===== src/hw/lvd_pkg.sv =====
/*
  Constants, register map and carrier types for the low-voltage and stop
  control block.
  Assumes an 8-bit register port with a 3-bit word address.
*/
package supply_ctrl_pkg;

  // ==========================================================================
  // Register offsets
  localparam logic [2:0] OFS_ONE     = 3'h0; // Status and control one
  localparam logic [2:0] OFS_TWO     = 3'h1; // Status and control two
  localparam logic [2:0] OFS_EVT_ST  = 3'h2; // Event status, read only
  localparam logic [2:0] OFS_EVT_CLR = 3'h3; // Event clear, write only
  localparam logic [2:0] OFS_EVT_EN  = 3'h4; // Event enable

  // ==========================================================================
  // Field positions, register one
  localparam int B1_FLAG = 7; // Warning flag
  localparam int B1_ACK  = 6; // Warning acknowledge
  localparam int B1_WIE  = 5; // Warning interrupt enable
  localparam int B1_DRE  = 4; // Detect reset enable
  localparam int B1_DSE  = 3; // Detect stop enable
  localparam int B1_DE   = 2; // Detect enable
  localparam int B1_BUFE = 0; // Bandgap buffer enable

  // Field positions, register two
  localparam int B2_DVS  = 5; // Detect voltage select
  localparam int B2_WVS  = 4; // Warning voltage select
  localparam int B2_RCVR = 3; // Partial power down flag
  localparam int B2_ACK  = 2; // Partial power down acknowledge
  localparam int B2_SMS  = 0; // Stop mode select

  // Event bits
  localparam int EV_WARN = 0; // Warning condition arose
  localparam int EV_DET  = 1; // Detect condition arose
  localparam int EV_PPD  = 2; // Recovery from partial power down
  localparam int EV_W    = 3;

  // ==========================================================================
  // Carrier for the software-set control bits of register one
  typedef struct packed {
    logic warning_interrupt_enable;
    logic detect_reset_enable;
    logic detect_stop_enable;
    logic detect_enable;
    logic bandgap_buffer_enable;
  } ctrl_t;

  // Values after reset
  localparam ctrl_t CTRL_RST = '{
    warning_interrupt_enable: 1'b0,
    detect_reset_enable:      1'b1,
    detect_stop_enable:       1'b0,
    detect_enable:            1'b1,
    bandgap_buffer_enable:    1'b0
  };
  localparam logic [7:0]      RDATA_RST = 8'h00;
  localparam logic [EV_W-1:0] EVT_RST   = 3'h0;

endpackage : supply_ctrl_pkg


===== src/hw/low_voltage_and_stop_control.sv =====
/*
  Low-voltage detect / warning control, stop mode select and partial
  power down recovery flag, with a small event interrupt unit.
  Assumes comparator outputs, stop state and the power-on indication are
  synchronous to clk_in; por_in is high during a power-on reset.
*/
// Design decisions made here: the register offsets and the address-and-strobe port.
`timescale 1ns/100ps

module low_voltage_and_stop_control
  import supply_ctrl_pkg::*;
(
  input  wire logic       clk_in,                 // Bus clock, 100 MHz
  input  wire logic       rst_n_in,               // Synchronous reset, any cause
  input  wire logic       por_in,                 // Current reset is power-on
  input  wire logic [2:0] addr_in,                // Register word address
  input  wire logic [7:0] wdata_in,               // Write data
  input  wire logic       wr_in,                  // Write strobe
  input  wire logic       rd_in,                  // Read strobe
  output logic      [7:0] rdata_out,              // Read data, cycle after rd
  input  wire logic       below_warning_in,       // Supply below warning point
  input  wire logic       below_detect_in,        // Supply below detect point
  input  wire logic       stop_in,                // Device is in a stop mode
  input  wire logic       ppd_recovered_in,       // Pulse: left deep stop
  output logic            detect_active_out,      // Comparator enable
  output logic            detect_reset_out,       // Force a full reset
  output logic            bandgap_buffer_enable_out, // Reference buffer on
  output logic            stop_mode_select_out,   // 1 partial power down stop
  output logic            detect_trip_code_out,   // Detect trip point code
  output logic      [1:0] warning_trip_code_out,  // Warning trip point code
  output logic            irq_out                 // Level interrupt request
);

  // ==========================================================================
  // State
  ctrl_t           ctrl_q;
  logic            lock_one_q;
  logic            lock_two_q;
  logic            lock_volt_q;
  logic            warning_flag_q;
  logic            ppd_flag_q;
  logic            stop_mode_select_q;
  logic            detect_voltage_select_q;
  logic            warning_voltage_select_q;
  logic            detect_reset_q;
  logic            warn_prev_q;
  logic            det_prev_q;
  logic [EV_W-1:0] evt_status_q;
  logic [EV_W-1:0] evt_enable_q;
  logic [EV_W-1:0] evt_set;
  logic [7:0]      rdata_q;
  logic [7:0]      rdata_d;
  logic            wr_one;
  logic            wr_two;
  logic            detect_active;
  logic            warn_cond;
  logic            det_cond;

  // ==========================================================================
  // Decode and qualified conditions
  assign wr_one = wr_in && (addr_in == OFS_ONE);
  assign wr_two = wr_in && (addr_in == OFS_TWO);

  // Stop mode gates detection unless software keeps it alive
  assign detect_active = ctrl_q.detect_enable
                         && (!stop_in || ctrl_q.detect_stop_enable);
  assign warn_cond = detect_active && below_warning_in;
  assign det_cond  = detect_active && below_detect_in;

  // ==========================================================================
  // Register one control bits; reset and detect enables lock after one write
  always_ff @(posedge clk_in) begin
    if (!rst_n_in) begin
      ctrl_q <= CTRL_RST;
    end else if (wr_one) begin
      ctrl_q.warning_interrupt_enable <= wdata_in[B1_WIE];
      ctrl_q.detect_stop_enable       <= wdata_in[B1_DSE];
      ctrl_q.bandgap_buffer_enable    <= wdata_in[B1_BUFE];
      if (!lock_one_q) begin
        ctrl_q.detect_reset_enable <= wdata_in[B1_DRE];
        ctrl_q.detect_enable       <= wdata_in[B1_DE];
      end
    end
  end

  // Lock for register one, re-armed by every reset
  always_ff @(posedge clk_in) begin
    if (!rst_n_in) begin
      lock_one_q <= 1'b0;
    end else if (wr_one) begin
      lock_one_q <= 1'b1;
    end
  end

  // ==========================================================================
  // Stop mode select, write-once per reset
  always_ff @(posedge clk_in) begin
    if (!rst_n_in) begin
      stop_mode_select_q <= 1'b0;
      lock_two_q         <= 1'b0;
    end else if (wr_two) begin
      lock_two_q <= 1'b1;
      if (!lock_two_q) begin
        stop_mode_select_q <= wdata_in[B2_SMS];
      end
    end
  end

  // Voltage selects survive every reset but power-on, so a detect reset
  // cannot drop the trip point software chose
  always_ff @(posedge clk_in) begin
    if (!rst_n_in) begin
      if (por_in) begin
        detect_voltage_select_q  <= 1'b0;
        warning_voltage_select_q <= 1'b0;
        lock_volt_q              <= 1'b0;
      end
    end else if (wr_two) begin
      warning_voltage_select_q <= wdata_in[B2_WVS];
      lock_volt_q              <= 1'b1;
      if (!lock_volt_q) begin
        detect_voltage_select_q <= wdata_in[B2_DVS];
      end
    end
  end

  // ==========================================================================
  // Warning flag; a live condition beats the acknowledge
  always_ff @(posedge clk_in) begin
    if (!rst_n_in) begin
      warning_flag_q <= 1'b0;
    end else if (warn_cond) begin
      warning_flag_q <= 1'b1;
    end else if (wr_one && wdata_in[B1_ACK]) begin
      warning_flag_q <= 1'b0;
    end
  end

  // Partial power down flag; recovery pulse beats the acknowledge
  always_ff @(posedge clk_in) begin
    if (!rst_n_in) begin
      ppd_flag_q <= 1'b0;
    end else if (ppd_recovered_in) begin
      ppd_flag_q <= 1'b1;
    end else if (wr_two && wdata_in[B2_ACK]) begin
      ppd_flag_q <= 1'b0;
    end
  end

  // ==========================================================================
  // Reset request, registered so a comparator glitch lasts a whole cycle
  always_ff @(posedge clk_in) begin
    if (!rst_n_in) begin
      detect_reset_q <= 1'b0;
    end else begin
      detect_reset_q <= det_cond && ctrl_q.detect_reset_enable;
    end
  end

  // ==========================================================================
  // Event unit: edges of the conditions, plus recovery
  always_ff @(posedge clk_in) begin
    if (!rst_n_in) begin
      warn_prev_q <= 1'b0;
      det_prev_q  <= 1'b0;
    end else begin
      warn_prev_q <= warn_cond;
      det_prev_q  <= det_cond;
    end
  end

  assign evt_set = {ppd_recovered_in, det_cond && !det_prev_q, warn_cond && !warn_prev_q};

  // Sticky status; a set in the clearing cycle survives
  always_ff @(posedge clk_in) begin
    if (!rst_n_in) begin
      evt_status_q <= EVT_RST;
    end else if (wr_in && (addr_in == OFS_EVT_CLR)) begin
      evt_status_q <= (evt_status_q & ~wdata_in[EV_W-1:0]) | evt_set;
    end else begin
      evt_status_q <= evt_status_q | evt_set;
    end
  end

  // Event enable
  always_ff @(posedge clk_in) begin
    if (!rst_n_in) begin
      evt_enable_q <= EVT_RST;
    end else if (wr_in && (addr_in == OFS_EVT_EN)) begin
      evt_enable_q <= wdata_in[EV_W-1:0];
    end
  end

  // ==========================================================================
  // Read mux; acknowledge and unused bits read zero
  always_comb begin
    rdata_d = 8'h00;
    case (addr_in)
      OFS_ONE: begin
        rdata_d[B1_FLAG] = warning_flag_q;
        rdata_d[B1_WIE]  = ctrl_q.warning_interrupt_enable;
        rdata_d[B1_DRE]  = ctrl_q.detect_reset_enable;
        rdata_d[B1_DSE]  = ctrl_q.detect_stop_enable;
        rdata_d[B1_DE]   = ctrl_q.detect_enable;
        rdata_d[B1_BUFE] = ctrl_q.bandgap_buffer_enable;
      end
      OFS_TWO: begin
        rdata_d[B2_DVS]  = detect_voltage_select_q;
        rdata_d[B2_WVS]  = warning_voltage_select_q;
        rdata_d[B2_RCVR] = ppd_flag_q;
        rdata_d[B2_SMS]  = stop_mode_select_q;
      end
      OFS_EVT_ST: rdata_d[EV_W-1:0] = evt_status_q;
      OFS_EVT_EN: rdata_d[EV_W-1:0] = evt_enable_q;
      default:    rdata_d = 8'h00;
    endcase
  end

  // Data valid only in the cycle after the strobe
  always_ff @(posedge clk_in) begin
    if (!rst_n_in) begin
      rdata_q <= RDATA_RST;
    end else if (rd_in) begin
      rdata_q <= rdata_d;
    end else begin
      rdata_q <= 8'h00;
    end
  end

  // ==========================================================================
  // Outputs
  assign rdata_out                 = rdata_q;
  assign detect_active_out         = detect_active;
  assign detect_reset_out          = detect_reset_q;
  assign bandgap_buffer_enable_out = ctrl_q.bandgap_buffer_enable;
  assign stop_mode_select_out      = stop_mode_select_q;
  assign detect_trip_code_out      = detect_voltage_select_q;
  assign warning_trip_code_out     = {detect_voltage_select_q,
                                      warning_voltage_select_q};
  // Warning interrupt plus any enabled event
  assign irq_out = (warning_flag_q && ctrl_q.warning_interrupt_enable)
                   || |(evt_status_q & evt_enable_q);
endmodule : low_voltage_and_stop_control


===== config.mk =====
export PLATFORM = sky130hd
export DESIGN_NAME = low_voltage_and_stop_control
export DESIGN_NICKNAME = d
export VERILOG_FILES = /design/src/hw/lvd_pkg.sv /design/src/hw/low_voltage_and_stop_control.sv
export SDC_FILE = /design/constraint.sdc
export NUM_CORES = 1
export LEC_CHECK = 0
export ABC_AREA = 1
export BUFFER_PORTS_ARGS = -buffer_cell sky130_fd_sc_hd__buf_2
export CAP_MARGIN = 5
export CORE_MARGIN = 5
export CORE_UTILIZATION = 46
export DETAILED_ROUTE_END_ITERATION = 16
export GPL_ROUTABILITY_DRIVEN = 0
export PLACE_DENSITY = 0.74
export SLEW_MARGIN = 20
export SYNTH_ARGS = -nofsm -noshare
export SYNTH_HDL_FRONTEND = slang
export SYNTH_SLANG_ARGS = --single-unit

===== constraint.sdc =====
create_clock -name clk_in -period 1.2 [get_ports clk_in]
set_clock_uncertainty 0.1 [all_clocks]
set_input_delay 0.18 -clock clk_in [delete_from_list [all_inputs] [get_ports clk_in]]
set_output_delay 0.18 -clock clk_in [all_outputs]
set_load 0.01 [all_outputs]

==> results of run 1 <==
-- power groups by stage --
stage | Clock (mW) | Combinational (mW) | Sequential [mW]
final | 0.613 | 0.287 | 1.05
after detailed placement | 0 | 0.248 | 1.07
after global placement | 0 | 0.242 | 1.06
after global routing | 0.677 | 0.317 | 1.05
after floorplan | 0 | 0.135 | 1.06
after CTS | 0.623 | 0.279 | 1.05
-- worst max-delay path, cell delays in order, from the launching register on --
cell,delay [ns]
dfxtp_2,0.34
nand2_2,0.06
nand4_1,0.10
buf_2,0.15
-- path summary, 6_finish.rpt --
kind,from,end,slack (ns),cells past startpoint
max,evt_enable_q[1],irq_out,-0.06,3
min,wdata_in[3],ctrl_q[2],0.01,3
max reg2reg,ctrl_q[2],detect_reset_out,0.07,6
min reg2reg,det_prev_q,evt_status_q[1],0.35,3
-- placed cells by master (no fill, tap or decap), drive strengths merged --
cell	count
inv	30
a21oi	10
o21ai	2
conb	1
and2	1
nor3	1
buf	55
clkbuf	8
edfxtp	3
nand4	6
nand2	49
and3	1
nor2	15
dlygate4sd3	2
nand3	19
dfxtp	26
o22ai	1
nand3b	1
-- cell families after synthesis --
| logic type | Yosys count |
|---|---|
| compound gates | 13 |
| buf+inv | 36 |
| other cells | 1 |
| flops | 29 |
| simple gates | 93 |
-- through the flow --
| stage | hold WS [ns] | power [mW] |
|---|---|---|
| after global routing | 0.01473 | 2.047 |
| after detailed placement | 0.3083 | 1.314 |
| after floorplan | 0.1789 | 1.198 |
| after CTS | 0.002782 | 1.948 |
| after global placement | 0.3101 | 1.307 |
| final | 0.009612 | 1.947 |
-- cell type report --
class / count / area (um2) / share of cell area (%)
Multi-Input combinational cell: 107 / 554.3 / 31.92
Inverter: 30 / 112.6 / 6.484
Tap cell: 31 / 38.79 / 2.233
Sequential cell: 29 / 621.8 / 35.81
Timing Repair Buffer: 57 / 350.3 / 20.17
Clock buffer: 8 / 58.81 / 3.386
-- flip-flops by register name, summed over array words and instances, names as in the netlist, 3 cells and up --
| name | flops |
|---|---|
| rdata_out | 7 |
| evt_status_q | 3 |
| evt_enable_q | 3 |
| ctrl_q | 4 |
-- layer usage --
metal,share of wire [%],up-vias
li1,-,651
met1,42,568
met2,48,37
met3,8.2,6
met4,1.5,0
met5,0,-
-- repair_timing --
item | in CTS | in global routing
hold endpoints to repair | 2 | 0
resized for setup | 14 | 3
setup buffers | 6 | 2
hold buffers | 2 | 0
setup endpoints to repair | 2 | 7
pin swaps | 5 | 0
==> metrics.md, run 1 <==
| Metric | Value |
|---|---|
| Post-Synth Simple-Gate Area | `between 30% and 40%` |
| CP max FO | `2` |
| Core area | `about 2700 um2` |
| Yosys top cell area share | `~40%` |
| Mapped Cells | `about 170` |
| Required @ worst endpoint | `just over 0.9 ns` |
| Arrival time worst endpoint | `approximately 0.98 ns` |
| F_max | `0.7933 GHz` |
| CTS sink count | `29` |
| Leak | `about 0.88 nW` |
| Crit end category | `output pin` |
| Setup WS pre-CTS | `approximately 0.024 ns` |
| Layout Cells excl Fill | `between 200 and 300` |
| Met1 Use GR | `a little under 20%` |
| Async SR Flop Fraction | `0%` |
| Unrepaired setup endpoints after global routing | `true` |
| Register share of total power | `between 50% and 60%` |
| Port Buffer Count | `33` |
| Setup Viol. Count Final | `2` |
| CP startpoint kind | `flop` |
| Failing checks | `negative setup slack` |
| Placed inst area | `between 1500 and 2000 um2` |
| Post-synthesis compound-gate area fraction | `approximately 5.4%` |
| Xor-xnor portion of the synthesized cell area | `0%` |
| Largest family of logic cells by synthesized area | `simple AND/OR/NAND/NOR gates` |
| Placed cells | `about 240` |
| Synth Flop Type | `dfxtp_1` |
| Gr busiest metal | `met2` |
| CTS tree | `built` |
| Die width | `about 63 um` |
| Worst setup path class | `flop to output pin` |
| Synth Area per Inst | `between 7 and 8 um2` |
| DRC | `0` |
| Clk pwr share | `31.5%` |
| Outcome | `complete, but fails checks` |
| Setup ws final | `-0.06053 ns` |
| GR Layer Usage met2 | `27.05%` |
| Pin count of the biggest net entering global routing | `10` |
| Maximum vdd ir drop | `between 1 and 1.5 mV` |
| Final Instance Area | `1737 um2` |
| Slew Limit Fails | `0` |
| Fin util | `a little under two thirds` |
| Syn_nets | `roughly 190` |
| Clock Path Buffers | `2` |
| Synthesis-to-finish area growth | `33.33%` |
| Synth area leaders | `dfxtp_1 (40%), nand2_1 (14%), inv_1 (7.5%), edfxtp_1 (6.9%), nand3_1 (6.5%)` |
| First-pass GRT wire length | `approximately 5200 um` |
| Post-synthesis register bit count | `29` |
| Max Cap Viol | `0` |
| Combinational group share of total power | `between 10% and 20%` |
| Most common cell in the netlist | `nand2_1` |
| Top Ports | `36` |
| Row cnt | `19` |
| Post-layout min period | `between 1 and 1.5 ns` |
| Vias | `1262` |
| ANT nets after route | `0` |
| Vias in the first global route | `1197` |
| Switching power total | `just over 500 uW` |
| GR Util All Layers | `between 10% and 20%` |
| Grt total ovfl | `0` |
| DIE AREA | `around 4000 um2` |
| Average wire per standard cell | `about 12 um` |
| Yosys Warn Count | `0` |
| Inserted Diodes | `0` |
| Initial antenna violation count | `0` |
| DR iter-0 viols | `52` |
| Share of post-route cells with drive strength above 1 | `about two fifths` |
| Internal | `between 1 and 1.5 mW` |
| Fin crit share | `105.0%` |
| TritonRoute pass-1 iters | `4` |
| Adder-Cell Fraction of Synth Area | `0%` |
| CTS H-tree lvls | `2` |
| Register area share after synthesis | `between 40% and 50%` |
| CTS Root Buffer Type | `clkbuf_4` |
| Final nets | `250` |
| Clock slew at reported path FFs | `0.09 ns` |
| Count of cell types in the netlist | `23` |
| Synth Cell Area | `roughly 1300 um2` |
| Final Hold Vio Count | `0` |
| M3 GR Usage | `slightly below 6%` |
| Area leader, netlist | `dfxtp_1` |
| DR vias/cell | `~4.8` |
| Sum Neg Setup Slack | `-0.1201 ns` |
| Post-synth EDFFs | `3` |
| PwrDens | `between 1000 and 1500 nW/um2` |
| Detailed-route wire length | `~3200 um` |
| Clk_lat worst skew | `0.33 ns` |
| Num CTS Buffers | `5` |
| Fillers | `between 200 and 300` |
| Post-synthesis mux area share | `0%` |
| Post-synth top cells | `nand2_1 (47), dfxtp_1 (26), inv_1 (26)` |
| Switching share of power | `approximately a quarter` |
| Post-DP HPWL | `2308 um` |
| Hold WC Path Type | `input port to flop` |
| Die Span Y | `~63 um` |
| Effective utilization at floorplan | `around 48%` |
(Power assumes the default switching activity.)
==> run 2: changes to the inputs <==
Settings changed: RECOVER_POWER set to 25.
==> run 2 against run 1 <==
Effect of this change: clock power up 0.8%; register-to-register slack about the same; sequential share of layout area up 0.52 points; largest power group unchanged; power down 0.23%; sequential cell count unchanged; critical endpoint is now detect_active_out; the flow still finishes with violations (negative setup slack); count of clock-buffer cells in the layout unchanged; via count up 1.2%; critical path type unchanged.
==> metrics.md, run 2 (synthesis gave the netlist of run 1 again) <==
| Metric | Value |
|---|---|
| Top Ports | `36` |
| Flop-to-flop setup slack | `~0.060 ns` |
| Core area | `around 2700 um2` |
| Pin count of the biggest net entering global routing | `10` |
| Commonest non-fill, non-tap cell in the layout | `nand2_1` |
| Switching share of power | `a little over a quarter` |
| Combinational group share of total power | `between 10% and 20%` |
| Hold WC Path Type | `input port to flop` |
| CTS tree | `built` |
| Total design power | `roughly 1.9 mW` |
| Die Span Y | `roughly 63 um` |
| Number of flip-flops under the largest register name | `7` |
| Share of post-route cells with drive strength above 1 | `39.39%` |
| Setup ws final | `-0.06649 ns` |
| Failing checks | `negative setup slack` |
| Vias in the first global route | `1197` |
| Required @ worst endpoint | `0.92 ns` |
| Leak | `roughly 0.88 nW` |
| ANT nets after route | `0` |
| Sum Neg Setup Slack | `-0.1260 ns` |
| Initial antenna violation count | `0` |
| Internal | `between 1 and 1.5 mW` |
| Synthesis-to-finish area growth | `31.41%` |
| Die width | `approximately 63 um` |
| Crit end category | `output pin` |
| Inserted Diodes | `0` |
| Setup WS pre-CTS | `about 0.024 ns` |
| Vias | `1277` |
| First-pass GRT wire length | `5216 um` |
| CP max-delay cell | `dfxtp_2` |
| Clk_lat worst skew | `0.33 ns` |
| Fin crit share | `105.5%` |
| Slew Limit Fails | `0` |
| Clk pwr share | `around a third` |
| GR Util All Layers | `16.51%` |
| CTS Root Buffer Type | `clkbuf_4` |
| Final Hold Vio Count | `0` |
| Switching power total | `about 510 uW` |
| Average wire per standard cell | `between 10 and 15 um` |
| Row cnt | `19` |
| Register share of total power | `54.0%` |
| Clock Path Buffers | `2` |
| Post-layout min period | `about 1.3 ns` |
| CP max FO | `2` |
| DRC | `0` |
| Num CTS Buffers | `5` |
| Critical path's largest stage delay | `between 0.3 and 0.4 ns` |
| PwrDens | `1135 nW/um2` |
| Fillers | `270` |
| Port Buffer Count | `33` |
| Final Instance Area | `1712 um2` |
| Arrival time worst endpoint | `approximately 1 ns` |
| Most frequent cells in the layout | `nand2_1 (41), buf_2 (32), inv_1 (25)` |
| Detailed-route wire length | `around 3200 um` |
| Critical path, cell by cell | `inv_2 -> nand2_2 -> nand2_2 -> inv_2 -> buf_2` |
| Placed inst area | `approximately 1600 um2` |
| DR iter-0 viols | `31` |
| Setup Viol. Count Final | `2` |
| CTS sink count | `29` |
| CTS H-tree lvls | `2` |
| Clock slew at reported path FFs | `about 0.09 ns` |
| Max Cap Viol | `0` |
| CP startpoint kind | `flop` |
| Post-DP HPWL | `around 2300 um` |
| Grt total ovfl | `0` |
| F_max | `between 0.7 and 0.8 GHz` |
| Outcome | `complete, but fails checks` |
| Unrepaired setup endpoints after global routing | `true` |
| TritonRoute pass-1 iters | `4` |
| Worst setup path class | `flop to output pin` |
| DR vias/cell | `4.874` |
| DIE AREA | `around 4000 um2` |
| Maximum vdd ir drop | `~1 mV` |
| WHS | `roughly 0.0064 ns` |
| Final nets | `between 200 and 300` |
| Effective utilization at floorplan | `a little under half` |
-- run 2: cell count changes in the layout (fill, tap and decap cells not counted) --
| cell | before | now |
|---|---|---|
| buf_2 | 33 | 32 |
| nor2_4 | 5 | 3 |
| inv_1 | 24 | 25 |
| buf_4 | 22 | 21 |
| nand3_1 | 17 | 18 |
| clkbuf_1 | 2 | 4 |
| inv_2 | 6 | 5 |
| nor2_1 | 6 | 8 |
| nand3_2 | 2 | 1 |
-- run 2: metal layers --
metal | up-vias | global-route usage (%) | wire length (um)
met2 | 41 | 27.05 | 1544
met5 | - | 0 | 0
met4 | 0 | 6.234 | 48
met3 | 6 | 5.861 | 278
met1 | 579 | 19.74 | 1372
li1 | 651 | - | -
-- run 2: critical path: cells and delay by family, from the launching register on --
kind                   cells  cell delay [ns]
DFF                        1             0.35
buffers and inverters      3             0.19
and+or+nand+nor            2             0.11
-- run 2: power by group through the flow --
stage	Sequential [mW]	Clock, mW	Combinational (mW)
2_1_floorplan	1.06	0	0.135
3_3_place_gp	1.06	0	0.242
3_5_place_dp	1.07	0	0.248
4_1_cts	1.05	0.623	0.279
5_1_grt	1.05	0.677	0.308
6_report	1.05	0.618	0.277
-- run 2: cell type report --
type                            count  area [um2]  area share (%)
Sequential cell                    29       621.8           36.33
Tap cell                           31       38.79           2.266
Timing Repair Buffer               57       345.3           20.18
Multi-Input combinational cell    107       534.3           31.21
Clock buffer                        8       58.81           3.436
Inverter                           30       112.6           6.579
-- run 2: timing repair --
action                                  4_1_cts  5_1_grt
resized for setup                            14        3
hold buffers                                  2        0
pin swaps                                     5        0
endpoints found under the setup margin        2        7
buffers inserted                              6        2
hold endpoints to repair                      2        0
-- run 2: path summary, 6_finish.rpt --
kind | start | to | depth (start not counted)
worst max-delay path | ctrl_q[2] | detect_active_out | 5
worst min-delay path | wdata_in[3] | ctrl_q[2] | 3
worst min register to register | det_prev_q | evt_status_q[1] | 3
worst max register to register | ctrl_q[2] | detect_reset_out | 6
-- run 2: metrics by stage --
| step | util, % | cells |
|---|---|---|
| global route | 62.61 | 262 |
| floorplan | - | 172 |
| finish | 62.61 | 262 |
| CTS | 62.79 | 260 |
| detailed placement | 57.48 | 244 |
| global placement | 57.48 | 244 |
